`config.mk`:
```
export PLATFORM = sky130hd
export DESIGN_NAME = tsc_top
export DESIGN_NICKNAME = d
export VERILOG_FILES = /design/src/tsc_fault_queue.v /design/src/tsc_tick_div.v /design/src/tsc_top.v
export VERILOG_INCLUDE_DIRS = /design/src
export SDC_FILE = /design/constraint.sdc
export NUM_CORES = 1
export LEC_CHECK = 0
export BUFFER_PORTS_ARGS = -buffer_cell sky130_fd_sc_hd__buf_2
export CAP_MARGIN = 20
export CORE_MARGIN = 10
export CORE_UTILIZATION = 53
export CTS_CLUSTER_SIZE = 14
export DETAILED_ROUTE_END_ITERATION = 7
export GPL_ROUTABILITY_DRIVEN = 0
export PLACE_DENSITY = 0.78
export SLEW_MARGIN = 0
export SYNTH_ARGS = -nofsm -noshare
export SYNTH_HDL_FRONTEND = slang
export SYNTH_SLANG_ARGS = --single-unit
export TNS_END_PERCENT = 100
```
`constraint.sdc`:
```
create_clock -name clk -period 2.15 [get_ports clk]
set_clock_uncertainty 0.2 [all_clocks]
set_input_delay 0.215 -clock clk [delete_from_list [all_inputs] [get_ports clk]]
set_output_delay 0.215 -clock clk [all_outputs]
set_load 0.02 [all_outputs]
```
`src/tsc_defs.vh`:
```
`ifndef TSC_DEFS_VH
`define TSC_DEFS_VH

// ****************************************************************
// Timing
// ****************************************************************
`define TSC_CLK_NS        50
`define TSC_TICK_NS       1000000
`define TSC_PWRUP_MS      8'd2
`define TSC_CONV_MS_9     8'd30
`define TSC_CONV_MS_10    8'd60
`define TSC_CONV_MS_11    8'd120
`define TSC_CONV_MS_12    8'd240
`define TSC_MS_W          8

// ****************************************************************
// Register pointer codes
// ****************************************************************
`define TSC_PTR_TEMP      2'h0
`define TSC_PTR_CFG       2'h1
`define TSC_PTR_HYST      2'h2
`define TSC_PTR_LIMIT     2'h3

// ****************************************************************
// Configuration fields
// ****************************************************************
`define TSC_CFG_ONESHOT   7
`define TSC_CFG_RES_HI    6
`define TSC_CFG_RES_LO    5
`define TSC_CFG_FQ_HI     4
`define TSC_CFG_FQ_LO     3
`define TSC_CFG_POL       2
`define TSC_CFG_MODE      1
`define TSC_CFG_SHDN      0

`define TSC_RES_9         2'h0
`define TSC_RES_10        2'h1
`define TSC_RES_11        2'h2
`define TSC_RES_12        2'h3

`define TSC_MASK_9        12'hff8
`define TSC_MASK_10       12'hffc
`define TSC_MASK_11       12'hffe
`define TSC_MASK_12       12'hfff

`define TSC_FQ_1          3'h1
`define TSC_FQ_2          3'h2
`define TSC_FQ_4          3'h4
`define TSC_FQ_6          3'h6

// ****************************************************************
// Limit field and reset values
// ****************************************************************
`define TSC_LIM_MSB       15
`define TSC_LIM_LSB       7
`define TSC_TEMP_RST      16'h0000
`define TSC_LIMIT_RST     16'ha000
`define TSC_HYST_RST      16'h9600
`define TSC_CFG_RST       8'h00
`define TSC_PTR_RST       2'h0

`endif

```
`src/tsc_fault_queue.v`:
```
`timescale 1ns/1ps

// ****************************************************************
// Consecutive-conversion filter
// ****************************************************************
module tsc_fault_queue #(
   parameter W = 3
) (
   input  wire         clk,
   input  wire         nrst,
   input  wire         sample,
   input  wire         cond,
   input  wire [W-1:0] depth,
   output reg          met,
   output reg          fire
);
   reg  [W-1:0] cnt;
   wire [W-1:0] inc = cnt + {{(W-1){1'b0}}, 1'b1};

   always @(posedge clk or negedge nrst) begin
      if (!nrst) begin
         cnt  <= {W{1'b0}};
         met  <= 1'b0;
         fire <= 1'b0;
      end else begin
         fire <= 1'b0;
         if (sample) begin
            if (!cond) begin
               cnt <= {W{1'b0}};
               met <= 1'b0;
            end else if (cnt < depth) begin
               cnt <= inc;
               // Fires once on reaching the depth, then saturates
               met  <= (inc >= depth);
               fire <= (inc == depth);
            end
         end
      end
   end
endmodule // tsc_fault_queue

```
`src/tsc_tick_div.v`:
```
`timescale 1ns/1ps

// ****************************************************************
// Millisecond tick divider
// ****************************************************************
module tsc_tick_div #(
   parameter CYCLES = 20000,
   parameter W      = 15
) (
   input  wire clk,
   input  wire nrst,
   input  wire clr,
   output reg  tick
);
   reg [W-1:0] cnt;

   always @(posedge clk or negedge nrst) begin
      if (!nrst) begin
         cnt  <= {W{1'b0}};
         tick <= 1'b0;
      end else if (clr) begin
         cnt  <= {W{1'b0}};
         tick <= 1'b0;
      end else if (cnt == CYCLES[W-1:0] - {{(W-1){1'b0}}, 1'b1}) begin
         cnt  <= {W{1'b0}};
         tick <= 1'b1;
      end else begin
         cnt  <= cnt + {{(W-1){1'b0}}, 1'b1};
         tick <= 1'b0;
      end
   end
endmodule // tsc_tick_div

```
`src/tsc_top.v`:
```
// Overview of operation
// - Config bit 7 requests a single conversion; clear after power-up.
// - Config bits 6:5 select 9, 10, 11 or 12 bit resolution.
// - Config bits 4:3 select fault queue of 1, 2, 4 or 6 conversions.
// - Config bit 2 sets limit output polarity, 1 active-high, default low.
// - Config bit 1 selects interrupt (1) or comparator (0) behaviour.
// - Config bit 0 stops continuous conversion; register access keeps working.
// - Shutdown holds until continuous is written back or power-on reset.
// - All registers stay readable and writable during shutdown.
// - Single conversion takes conversion time, updates temp, clears bit 7, shuts down.
// - Bit 7 set with bit 0 clear is ignored; conversion continues.
// - Comparator: assert above upper limit, hold until below lower limit.
// - Comparator: held through shutdown; clears only in continuous mode.
// - Interrupt: assert above upper limit, cleared by any register read.
// - Interrupt: after upper event, assert again below lower limit.
// - Interrupt: entering shutdown from continuous mode deasserts the limit output.
// - Upper event needs the selected count of consecutive conversions.
// - Same count applies below the lower limit.
// - Conversion takes 30, 60, 120 or 240 ms by resolution.
// - Power-on defaults: temp 0000, upper A000, lower 9600, pointer and config 00.
// - Wait 2 ms after power-up, then start; temp valid after one conversion.
// - Limit registers hold nine upper bits; lower bits read zero.
// - Unused low result bits read zero below 12-bit resolution.
`timescale 1ns/1ps
`include "tsc_defs.vh"

module tsc_top #(
   parameter TICK_CYCLES = `TSC_TICK_NS / `TSC_CLK_NS,
   parameter TICK_W      = 15
) (
   input  wire        clk,
   input  wire        nrst,
   input  wire        ptr_wr,
   input  wire [1:0]  ptr_wdata,
   input  wire        reg_wr,
   input  wire [15:0] reg_wdata,
   input  wire        reg_rd_done,
   input  wire [11:0] adc_data,
   output reg  [15:0] reg_rdata,
   output reg  [1:0]  ptr,
   output reg         alert_pin,
   output reg         conv_active,
   output reg         temp_valid,
   output reg         dev_ready
);

   // ****************************************************************
   // States
   // ****************************************************************
   localparam ST_PWRUP = 2'h0;
   localparam ST_CONV  = 2'h1;
   localparam ST_SHDN  = 2'h2;

   // Reset images as vectors, so the limit field can be sliced out of them
   localparam [15:0] LIMIT_RST = `TSC_LIMIT_RST;
   localparam [15:0] HYST_RST  = `TSC_HYST_RST;

   reg  [1:0]             state;
   reg  [1:0]             next_state;
   reg  [`TSC_MS_W-1:0]   ms_cnt;
   reg                    oneshot_run;
   reg                    next_oneshot_run;
   reg                    tick_clr;
   reg                    conv_done;
   reg  [7:0]             cfg;
   reg  [15:0]            temp;
   reg  [8:0]             limit9;
   reg  [8:0]             hyst9;
   reg                    alert_act;
   reg                    int_wait_low;
   reg  [11:0]            adc_meta;
   reg  [11:0]            adc_sync;

   reg  [`TSC_MS_W-1:0]   conv_ms;
   reg  [11:0]            res_mask;
   reg  [2:0]             fq_depth;
   reg                    next_alert;

   wire                   tick;
   wire                   over_met;
   wire                   over_fire;
   wire                   under_met;
   wire                   under_fire;

   wire [1:0] res_sel   = cfg[`TSC_CFG_RES_HI:`TSC_CFG_RES_LO];
   wire [1:0] fq_sel    = cfg[`TSC_CFG_FQ_HI:`TSC_CFG_FQ_LO];
   wire       int_mode  = cfg[`TSC_CFG_MODE];
   wire       shdn_bit  = cfg[`TSC_CFG_SHDN];
   wire       os_bit    = cfg[`TSC_CFG_ONESHOT];
   wire       wr_ok     = reg_wr & dev_ready;
   wire       wr_cfg    = wr_ok & (ptr == `TSC_PTR_CFG);
   wire       wr_limit  = wr_ok & (ptr == `TSC_PTR_LIMIT);
   wire       wr_hyst   = wr_ok & (ptr == `TSC_PTR_HYST);
   wire       period_end = tick & (ms_cnt == conv_ms - {{(`TSC_MS_W-1){1'b0}}, 1'b1});
   wire       pwrup_end  = tick & (ms_cnt == `TSC_PWRUP_MS - {{(`TSC_MS_W-1){1'b0}}, 1'b1});
   wire       shdn_enter = (state == ST_CONV) & (next_state == ST_SHDN) & ~oneshot_run;
   wire       os_finish  = (state == ST_CONV) & oneshot_run & period_end;
   wire       continuous = (state == ST_CONV) & ~oneshot_run;

   // ****************************************************************
   // Converter result synchroniser
   // ****************************************************************
   // Result is held steady by the converter around the sampling edge
   always @(posedge clk or negedge nrst) begin
      if (!nrst) begin
         adc_meta <= 12'h000;
         adc_sync <= 12'h000;
      end else begin
         adc_meta <= adc_data;
         adc_sync <= adc_meta;
      end
   end

   // ****************************************************************
   // Field decode
   // ****************************************************************
   always @* begin
      case (res_sel)
         `TSC_RES_9: begin
            conv_ms  = `TSC_CONV_MS_9;
            res_mask = `TSC_MASK_9;
         end
         `TSC_RES_10: begin
            conv_ms  = `TSC_CONV_MS_10;
            res_mask = `TSC_MASK_10;
         end
         `TSC_RES_11: begin
            conv_ms  = `TSC_CONV_MS_11;
            res_mask = `TSC_MASK_11;
         end
         default: begin
            conv_ms  = `TSC_CONV_MS_12;
            res_mask = `TSC_MASK_12;
         end
      endcase
   end

   always @* begin
      case (fq_sel)
         2'h0:    fq_depth = `TSC_FQ_1;
         2'h1:    fq_depth = `TSC_FQ_2;
         2'h2:    fq_depth = `TSC_FQ_4;
         default: fq_depth = `TSC_FQ_6;
      endcase
   end

   // ****************************************************************
   // Millisecond time base
   // ****************************************************************
   // Restarted on every phase so each period is a whole number of ms
   tsc_tick_div #(
      .CYCLES (TICK_CYCLES),
      .W      (TICK_W)
   ) u_tick (
      .clk  (clk),
      .nrst (nrst),
      .clr  (tick_clr),
      .tick (tick)
   );

   // ****************************************************************
   // Operating mode sequencer
   // ****************************************************************
   always @* begin
      next_state       = state;
      next_oneshot_run = oneshot_run;
      case (state)
         ST_PWRUP: begin
            if (pwrup_end)
               next_state = ST_CONV;
         end
         ST_CONV: begin
            if (oneshot_run) begin
               if (period_end) begin
                  next_state       = ST_SHDN;
                  next_oneshot_run = 1'b0;
               end
            end else if (shdn_bit) begin
               next_state = ST_SHDN;
            end
         end
         ST_SHDN: begin
            if (!shdn_bit) begin
               next_state = ST_CONV;
            end else if (os_bit) begin
               next_state       = ST_CONV;
               next_oneshot_run = 1'b1;
            end
         end
         default: begin
            next_state       = ST_PWRUP;
            next_oneshot_run = 1'b0;
         end
      endcase
   end

   always @(posedge clk or negedge nrst) begin
      if (!nrst) begin
         state       <= ST_PWRUP;
         oneshot_run <= 1'b0;
         ms_cnt      <= {`TSC_MS_W{1'b0}};
         tick_clr    <= 1'b1;
         conv_done   <= 1'b0;
         conv_active <= 1'b0;
         dev_ready   <= 1'b0;
         temp_valid  <= 1'b0;
      end else begin
         state       <= next_state;
         oneshot_run <= next_oneshot_run;
         conv_active <= (next_state == ST_CONV);
         conv_done   <= (state == ST_CONV) & period_end;
         if (pwrup_end)
            dev_ready <= 1'b1;
         if ((state == ST_CONV) & period_end)
            temp_valid <= 1'b1;
         if ((next_state != state) || (state == ST_CONV && period_end)) begin
            ms_cnt   <= {`TSC_MS_W{1'b0}};
            tick_clr <= 1'b1;
         end else begin
            tick_clr <= 1'b0;
            // A tick issued just before the divider restart must not count
            if (tick & ~tick_clr)
               ms_cnt <= ms_cnt + {{(`TSC_MS_W-1){1'b0}}, 1'b1};
         end
      end
   end

   // ****************************************************************
   // Registers
   // ****************************************************************
   always @(posedge clk or negedge nrst) begin
      if (!nrst) begin
         ptr    <= `TSC_PTR_RST;
         cfg    <= `TSC_CFG_RST;
         temp   <= `TSC_TEMP_RST;
         limit9 <= LIMIT_RST[`TSC_LIM_MSB:`TSC_LIM_LSB];
         hyst9  <= HYST_RST[`TSC_LIM_MSB:`TSC_LIM_LSB];
      end else begin
         if (ptr_wr & dev_ready)
            ptr <= ptr_wdata;
         if ((state == ST_CONV) & period_end)
            temp <= {adc_sync & res_mask, 4'h0};
         // A one-shot written without prior shutdown is dropped
         if (os_finish | shdn_enter)
            cfg[`TSC_CFG_ONESHOT] <= 1'b0;
         // Host write lands after the self-clear, so a new request wins
         if (wr_cfg)
            cfg <= reg_wdata[7:0];
         if (wr_limit)
            limit9 <= reg_wdata[`TSC_LIM_MSB:`TSC_LIM_LSB];
         if (wr_hyst)
            hyst9 <= reg_wdata[`TSC_LIM_MSB:`TSC_LIM_LSB];
      end
   end

   always @(posedge clk or negedge nrst) begin
      if (!nrst) begin
         reg_rdata <= `TSC_TEMP_RST;
      end else begin
         case (ptr)
            `TSC_PTR_TEMP:  reg_rdata <= temp;
            `TSC_PTR_CFG:   reg_rdata <= {8'h00, cfg};
            `TSC_PTR_HYST:  reg_rdata <= {hyst9, 7'h00};
            default:        reg_rdata <= {limit9, 7'h00};
         endcase
      end
   end

   // ****************************************************************
   // Limit comparison and fault queues
   // ****************************************************************
   // Both limits are widened to the result's twelve bits with a zero fraction
   wire over_lim  = $signed(temp[15:4]) > $signed({limit9, 3'h0});
   wire under_lim = $signed(temp[15:4]) < $signed({hyst9, 3'h0});

   // Both queues sample one cycle after the result register loads
   tsc_fault_queue #(
      .W (3)
   ) u_fq_over (
      .clk    (clk),
      .nrst   (nrst),
      .sample (conv_done),
      .cond   (over_lim),
      .depth  (fq_depth),
      .met    (over_met),
      .fire   (over_fire)
   );

   tsc_fault_queue #(
      .W (3)
   ) u_fq_under (
      .clk    (clk),
      .nrst   (nrst),
      .sample (conv_done),
      .cond   (under_lim),
      .depth  (fq_depth),
      .met    (under_met),
      .fire   (under_fire)
   );

   // ****************************************************************
   // Limit output
   // ****************************************************************
   always @* begin
      next_alert = alert_act;
      if (!int_mode) begin
         if (over_met)
            next_alert = 1'b1;
         else if (under_met & continuous)
            next_alert = 1'b0;
      end else begin
         // A one-shot falling back to shutdown leaves a pending interrupt alone
         if (reg_rd_done | shdn_enter)
            next_alert = 1'b0;
         // A new event beats a read finishing in the same cycle
         if (over_fire & ~int_wait_low)
            next_alert = 1'b1;
         else if (under_fire & int_wait_low)
            next_alert = 1'b1;
      end
   end

   always @(posedge clk or negedge nrst) begin
      if (!nrst) begin
         alert_act    <= 1'b0;
         int_wait_low <= 1'b0;
         alert_pin    <= 1'b1;
      end else begin
         alert_act <= next_alert;
         if (int_mode & over_fire & ~int_wait_low)
            int_wait_low <= 1'b1;
         else if (int_mode & under_fire & int_wait_low)
            int_wait_low <= 1'b0;
         alert_pin <= cfg[`TSC_CFG_POL] ? next_alert : ~next_alert;
      end
   end

endmodule // tsc_top
```
==> results by group, run 1 <==
Clocking
  • CTS buffer count: 17
  • CTS tree: done
  • Clk sinks: 125
  • CTS root buf: clkbuf_16
  • Max clock buf depth: 2
  • Clk_lat worst skew: 0.42 ns
  • H-tree depth: 4
  • Clk slew on worst S/H paths: 0.05 ns

GRT
  • Remaining global-route overflow: 0
  • GRT Total Usage: 17.1%
  • First-pass GRT wire length: 22.5 mm
  • Largest net degree at the start of global routing: 48
  • Vias in the first global route: 4738
  • Antenna violations before repair: 0

Detailed routing
  • Remaining DRCs: 0
  • First-pass DRT Iterations: 5
  • Vias/cell: 5.44
  • Via Count: 4429
  • Drt wl/cell: 16.6 um
  • Antenna viol nets, final: 0
  • DRT Wirelength: 13.5 mm
  • Drt initial violations: 291

Worst setup path
  • WP data arrival: 2.32 ns
  • Critical path capture point type: flip-flop
  • R2R setup slack: -0.05 ns
  • Reg2reg path depth: 8
  • Required time of the critical path: 2.27 ns
  • WS Path Type: reg -> reg
  • CP max FO: 3
  • Worst setup SP type: flip-flop

Yosys
  • Synthesis-stage register bit count: 125
  • Netlist cell types: 60
  • Seq/Total Area, Yosys: 52.6%
  • Ys flop type: dfrtp_1
  • Syn Inst Count: 538
  • Mapped Avg Cell Area: 11.1 sq um
  • Syn. warnings: 0
  • Synth async-reset ratio: 100%
  • Net Count, Synth: 611
  • Mapped Area: 5970 sq um
  • EDFF count, synth: 0

Pwr
  • Internal power: 0.00415 W
  • PwrDens: 675 nW/um^2
  • Sequential Power Share: 46.1%
  • Net Sw Power: 0.00103 W
  • Comb power frac: 2.6%
  • Switching Fraction: 19.9%
  • Peak supply drop: 0.000620 V
  • Clk network pwr share: 51.4%
  • Leakage: 3.67 nW
  • Power Total: 0.00518 W

STA
  • Slew Viols, Final: 0
  • Measured slew at the worst slew-check pin: 0.660 ns
  • Final setup fails: 5
  • Fin crit share: 102%
  • Min cycle time layout: 2.20 ns
  • Slew HR: 55.9%
  • Max Freq: 454 MHz
  • Setup ws final: -0.0510 ns
  • Final hold violations: 0
  • Unrepaired setup endpoints after global routing: yes

Floorplan
  • Chip height: 126 um
  • I/O pins: 57
  • Core area: 10900 sq um
  • Floorplan die width: 126 um
  • Site Rows: 38
  • Starting Density: 54.6%
  • Die footprint: 15900 sq um

Cells and area
  • Fin nets: 734
  • Layout cells sized above 1: 28.5%
  • Synth-to-layout area growth: 28.6%
  • Fillers: 749
  • Area of the multi-input gates: 2800 sq um
  • Final Core Density: 70.2%
  • ANT cells: 0
  • Register area: 3140 sq um

Outcome
  • Status: complete, but fails checks
  • Failing checks: setup timing

Placement
  • Post-DP HPWL: 8.95 mm
  • I/O Buffers: 56

Flow run
  • Max-cap violation count: 0

Min path
  • Hold/Removal Path Class: in -> async
-- metal layers --
metal / global-route usage, % / vias to the layer above / part of all wire, %
li1: - / 2129 / -
met1: 20.3 / 2177 / 44
met2: 28.6 / 107 / 50
met3: 5.20 / 16 / 5.2
met4: 6.43 / 0 / 1.2
met5: 0 / - / 0
-- kinds of logic after synthesis --
kind of cell               Yosys count  synth area share [%]
AOI/OAI and AO/OA                   83                  10.1
DFF                                125                  52.6
and+or+nand+nor                    183                  15.2
xor gates and xnor gates            25                  3.67
adders and majority gates           38                  7.97
buffers and inverters               49                  3.80
muxes                               35                  6.67
-- synth_stat cells (2+ instances only) --
library cell / n / area share (%)
nor4_1: 4 / 0.42
and3_1: 6 / 0.63
xor2_1: 15 / 2.2
clkbuf_2: 2 / 0.17
a21oi_1: 7 / 0.59
nand4_1: 5 / 0.52
buf_6: 2 / 0.38
nor3_1: 2 / 0.17
a22o_1: 9 / 1.3
nor2_1: 42 / 2.6
a21o_1: 8 / 1.0
nand3_1: 18 / 1.5
a32oi_1: 2 / 0.29
or3_1: 4 / 0.42
nand3b_1: 2 / 0.25
nor4_4: 2 / 0.71
and4_1: 2 / 0.29
o21a_1: 2 / 0.25
dfrtp_1: 117 / 49
a21boi_0: 2 / 0.25
dfstp_2: 8 / 3.5
mux2i_1: 6 / 1.0
nor2b_1: 6 / 0.63
o211ai_1: 2 / 0.25
nand4b_1: 3 / 0.44
o211a_1: 2 / 0.34
a31oi_1: 5 / 0.52
clkbuf_8: 2 / 0.46
clkbuf_1: 6 / 0.38
o21ai_0: 26 / 2.2
ha_1: 38 / 8.0
and2_1: 6 / 0.63
xnor2_1: 10 / 1.5
mux2_2: 28 / 5.3
nor3b_1: 2 / 0.25
o32ai_1: 3 / 0.44
nand2b_1: 5 / 0.52
a211oi_1: 5 / 0.63
inv_1: 34 / 2.1
nand2_1: 68 / 4.3
-- timing repair --
| action | CTS | global route |
|---|---|---|
| resized for setup | 14 | 31 |
| setup buffers | 1 | 4 |
| endpoints found under the setup margin | 18 | 22 |
| endpoints found under the hold margin | 80 | 0 |
| pin swaps | 5 | 17 |
| cloned | 0 | 1 |
| hold buffers | 34 | 0 |
-- power by group through the flow --
stage | registers, W | logic, W | clock network, W
2_1_floorplan | 0.00242 | 0.000000844 | 0
3_3_place_gp | 0.00242 | 0.0000885 | 0
3_5_place_dp | 0.00242 | 0.0000913 | 0
4_1_cts | 0.00238 | 0.000136 | 0.00270
5_1_grt | 0.00239 | 0.000150 | 0.00282
6_report | 0.00238 | 0.000134 | 0.00266
-- stage by stage --
step | instances | TNS [ns] | hold WS (ns) | setup slack (ns) | cell area [sq um]
3_3_place_gp | 742 | -0.162 | 0.0359 | -0.0709 | 6540
4_1_cts | 809 | -0.595 | 0.145 | -0.143 | 7490
2_1_floorplan | 538 | -0.00111 | -0.281 | -0.00111 | 5970
6_report | 814 | -0.168 | 0.139 | -0.0510 | 7670
5_1_grt | 814 | -1.01 | 0.153 | -0.190 | 7670
3_5_place_dp | 742 | -1.07 | 0.0422 | -0.308 | 6540
-- state kept, by name, indices dropped and copies added, names as in the netlist, 3 cells and up --
name	cells
limit9	9
adc_sync	12
hyst9	9
adc_meta	12
ms_cnt	8
u_fq_over.cnt	3
cfg	8
u_fq_under.cnt	3
temp	12
reg_rdata	16
u_tick.cnt	15
-- layout make-up --
cell class | instances | area share, %
Inverter | 34 | 1.66
Tap cell | 140 | 2.28
Clock inverter | 6 | 0.783
Clock buffer | 26 | 6.50
Sequential cell | 125 | 41.0
Timing Repair Buffer | 118 | 11.3
Multi-Input combinational cell | 365 | 36.5
-- critical path, cell delays in order (launching register included) --
cell      delay, ns
dfstp_2        0.53
inv_2          0.05
ha_4           0.25
inv_2          0.03
or3_4          0.35
a211oi_4       0.19
o21ai_2        0.10
and3_2         0.25
o32ai_2        0.15
-- cell usage in the layout, fill, tap and decap left out, types with 6 or more instances in the layout --
cell type and n:
a21o_1 8, a21oi_1 7, a22o_1 9, buf_2 55
buf_4 26, clkbuf_16 17, dfrtp_1 112, dfstp_2 8
dlygate4sd3_1 34, ha_1 32, inv_1 30, mux2_2 28
mux2i_1 6, nand2_1 68, nand3_1 17, nor2_1 41
nor2b_1 6, o21ai_0 19, xnor2_1 9, xor2_1 15
-- final timing paths --
check / endpoint / start
worst min-delay path: ptr[0]$_DFFE_PN0P_ / nrst
worst max-delay path: u_fq_under.cnt[1]$_DFFE_PN0P_ / hyst9[8]$_DFFE_PN1P_
min in group clk: adc_sync[10]$_DFF_PN0_ / adc_meta[10]$_DFF_PN0_
worst max register to register: u_fq_under.cnt[1]$_DFFE_PN0P_ / hyst9[8]$_DFFE_PN1P_
max in group asynchronous: tick_clr$_DFF_PN1_ / nrst
worst min register to register: adc_sync[10]$_DFF_PN0_ / adc_meta[10]$_DFF_PN0_
Note: power is estimated with default switching activity, not from simulation.
==> run 2, diff against run 1 <==
--- a/config.mk
+++ b/config.mk
@@ -6,6 +6,7 @@
 export SDC_FILE = /design/constraint.sdc
 export NUM_CORES = 1
 export LEC_CHECK = 0
+export ABC_AREA = 1
 export BUFFER_PORTS_ARGS = -buffer_cell sky130_fd_sc_hd__buf_2
 export CAP_MARGIN = 20
 export CORE_MARGIN = 10
@@ -13,7 +14,7 @@
 export CTS_CLUSTER_SIZE = 14
 export DETAILED_ROUTE_END_ITERATION = 7
 export GPL_ROUTABILITY_DRIVEN = 0
-export PLACE_DENSITY = 0.78
+export PLACE_DENSITY = 0.79
 export SLEW_MARGIN = 0
 export SYNTH_ARGS = -nofsm -noshare
 export SYNTH_HDL_FRONTEND = slang
==> results by group, run 2 <==
Outcome
  • Status: complete, but fails checks
  • Failing checks: setup timing

Cells and area
  • Register area: 3140 sq um
  • Area of the multi-input gates: 2560 sq um
  • Synth-to-layout area growth: 32.8%
  • Commonest non-fill, non-tap cell in the layout: nand2_1
  • Max reg flops: 16
  • Most frequent cells in the layout: nand2_1 (141), dfrtp_1 (114), inv_1 (69)
  • ANT cells: 0
  • Fin nets: 841
  • Fillers: 738
  • Largest registers: reg_rdata: 16 flops, u_tick.cnt: 15 flops
  • Largest register by flop count: reg_rdata
  • Final Non-Filler Cells: 921
  • Layout cells sized above 1: 26.1%

Yosys
  • Synth top cells by count: nand2_1 (147), dfrtp_1 (117), inv_1 (76)
  • Share of the synthesized area in the top cell type: 50.7%
  • Mapped Avg Cell Area: 9.13 sq um
  • Netlist cell types: 38
  • EDFF count, synth: 0
  • Syn. warnings: 0
  • Largest cells by area after synthesis: dfrtp_1 (51%), nand2_1 (9.5%), ha_1 (8.2%)
  • Seq/Total Area, Yosys: 54.3%
  • Synthesis-stage register bit count: 125
  • Syn Inst Count: 633
  • Mapped Area: 5780 sq um
  • Top cell type by total area after synthesis: dfrtp_1
  • Synth async-reset ratio: 100%
  • Net Count, Synth: 706
  • Ys flop type: dfrtp_1
  • Count leader, synth: nand2_1

Detailed routing
  • Met2 wire len: 7.54 mm
  • DRT Wirelength: 14.7 mm
  • First-pass DRT Iterations: 5
  • Drt wl/cell: 15.9 um
  • Remaining DRCs: 0
  • Post-Route M1 WL: 5.98 mm
  • Vias/cell: 5.35
  • Top Layer Used: met4
  • Routed length on met3: 791 um
  • Antenna viol nets, final: 0
  • Via Count: 4931
  • Drt initial violations: 492

Placement
  • Placed instance count: 840
  • Worst slack at placement: -0.0741 ns
  • I/O Buffers: 56
  • Post-DP HPWL: 9.14 mm

Floorplan
  • Chip height: 124 um
  • Floorplan die width: 124 um
  • I/O pins: 57
  • Site Rows: 38
  • Core area: 10700 sq um
  • Starting Density: 53.8%
  • Die footprint: 15500 sq um

Worst setup path
  • Worst flop-to-flop path endpoint: u_fq_under.met$_DFFE_PN0P_
  • CP cell instances: inv_1, ha_4, nand2_1, nor2_2, nand3_1, nand3_2, xnor2_2, buf_6, nand2_4, nand3_1, nand2_1
  • Worst Setup SP: hyst9[8]$_DFFE_PN1P_
  • Reg2reg path depth: 11
  • WP data arrival: 2.50 ns
  • Critical path capture point type: flip-flop
  • CP max-delay cell: dfstp_2
  • Critical path depth: 11
  • Top delay family on crit path: simple AND/OR/NAND/NOR gates
  • Required time of the critical path: 2.35 ns
  • R2R setup slack: -0.15 ns
  • Reg2reg start: hyst9[8]$_DFFE_PN1P_
  • Buf/Inv on CP: 2
  • Worst setup SP type: flip-flop
  • Largest stage delay, worst path: 0.53 ns
  • Worst setup path end: u_fq_under.met$_DFFE_PN0P_
  • WS Path Type: reg -> reg
  • CP max FO: 4

STA
  • Setup TNS: -0.637 ns
  • Unrepaired setup endpoints after global routing: yes
  • Setup ws final: -0.151 ns
  • Max Freq: 435 MHz
  • Final hold violations: 0
  • Slew HR: 59.0%
  • Min cycle time layout: 2.30 ns
  • Worst hold margin: 0.0698 ns
  • Measured slew at the worst slew-check pin: 0.613 ns
  • Final setup fails: 5
  • Slew Viols, Final: 0
  • Fin crit share: 107%

Clocking
  • CTS tree: done
  • CTS root buf: clkbuf_8
  • Clk_lat worst skew: 0.52 ns
  • Clk sinks: 125
  • Max clock buf depth: 2
  • CTS buffer count: 17
  • Clk slew on worst S/H paths: 0.06 ns
  • H-tree depth: 4

GRT
  • Remaining global-route overflow: 0
  • First-pass GRT wire length: 22.7 mm
  • Largest net degree at the start of global routing: 56
  • Antenna violations before repair: 0
  • GRT Total Usage: 17.3%
  • Vias in the first global route: 4919

Pwr
  • PwrDens: 701 nW/um^2
  • Leakage: 3.90 nW
  • Peak supply drop: 0.000529 V

Min path
  • Hold/Removal Path Class: in -> async

Flow run
  • Max-cap violation count: 0
==> run 2: kinds of logic after synthesis <==
kind of cell | count (synthesis) | share of synthesized area, %
buffers and inverters | 84 | 5.48
XOR/XNOR | 11 | 1.67
AO/OA/AOI/OAI | 93 | 9.27
adder cells (fa/ha/maj) | 38 | 8.23
AND/OR/NAND/NOR | 280 | 20.7
multiplexers | 2 | 0.368
flip-flops | 125 | 54.3
==> run 2: cell type report <==
type	count	area share [%]
sequential	125	40.9
multi-input combinational	425	33.3
timing repair buffer	121	11.8
clock buffer	19	5.63
inverter	78	3.85
tap	140	2.28
clock inverter	13	2.14
==> run 2: metrics by stage <==
step	utilization, %	area [sq um]	power [W]
after floorplan	-	5780	0.00242
after global placement	59.2	6360	0.00251
after detailed placement	59.2	6360	0.00252
after CTS	68.5	7370	0.00541
after global routing	71.4	7670	0.00554
final	71.4	7670	0.00538
==> run 2: timing repair <==
| item | in CTS | in global routing |
|---|---|---|
| setup endpoints to repair | 14 | 24 |
| gates cloned | 0 | 1 |
| pin swaps | 2 | 23 |
| endpoints found under the hold margin | 161 | 0 |
| hold buffers | 36 | 0 |
| gates resized for setup | 6 | 58 |
| setup buffers | 1 | 11 |
==> run 2: how the worst min path moves through the flow <==
stage | endpoint | cells past startpoint
6_report | alert_pin$_DFF_PN1_ | 2
4_1_cts | alert_pin$_DFF_PN1_ | 2
5_1_grt | alert_pin$_DFF_PN1_ | 2
3_5_place_dp | reg_rdata[12]$_DFF_PN0_ | 1
3_3_place_gp | reg_rdata[12]$_DFF_PN0_ | 1
2_1_floorplan | adc_meta[0]$_DFF_PN0_ | 0
==> run 2: report_power, final <==
part / switching, W / total, W / internal, W
combinational: 0.0000676 / 0.000140 / 0.0000721
sequential: 0.00000538 / 0.00238 / 0.00238
clock: 0.00106 / 0.00286 / 0.00180
total: 0.00113 / 0.00538 / 0.00425
==> run 2: layer usage <==
metal	vias up	track usage [%]
li1	2325	-
met1	2388	20.9
met2	175	29.4
met3	43	4.43
met4	0	6.03
met5	-	0
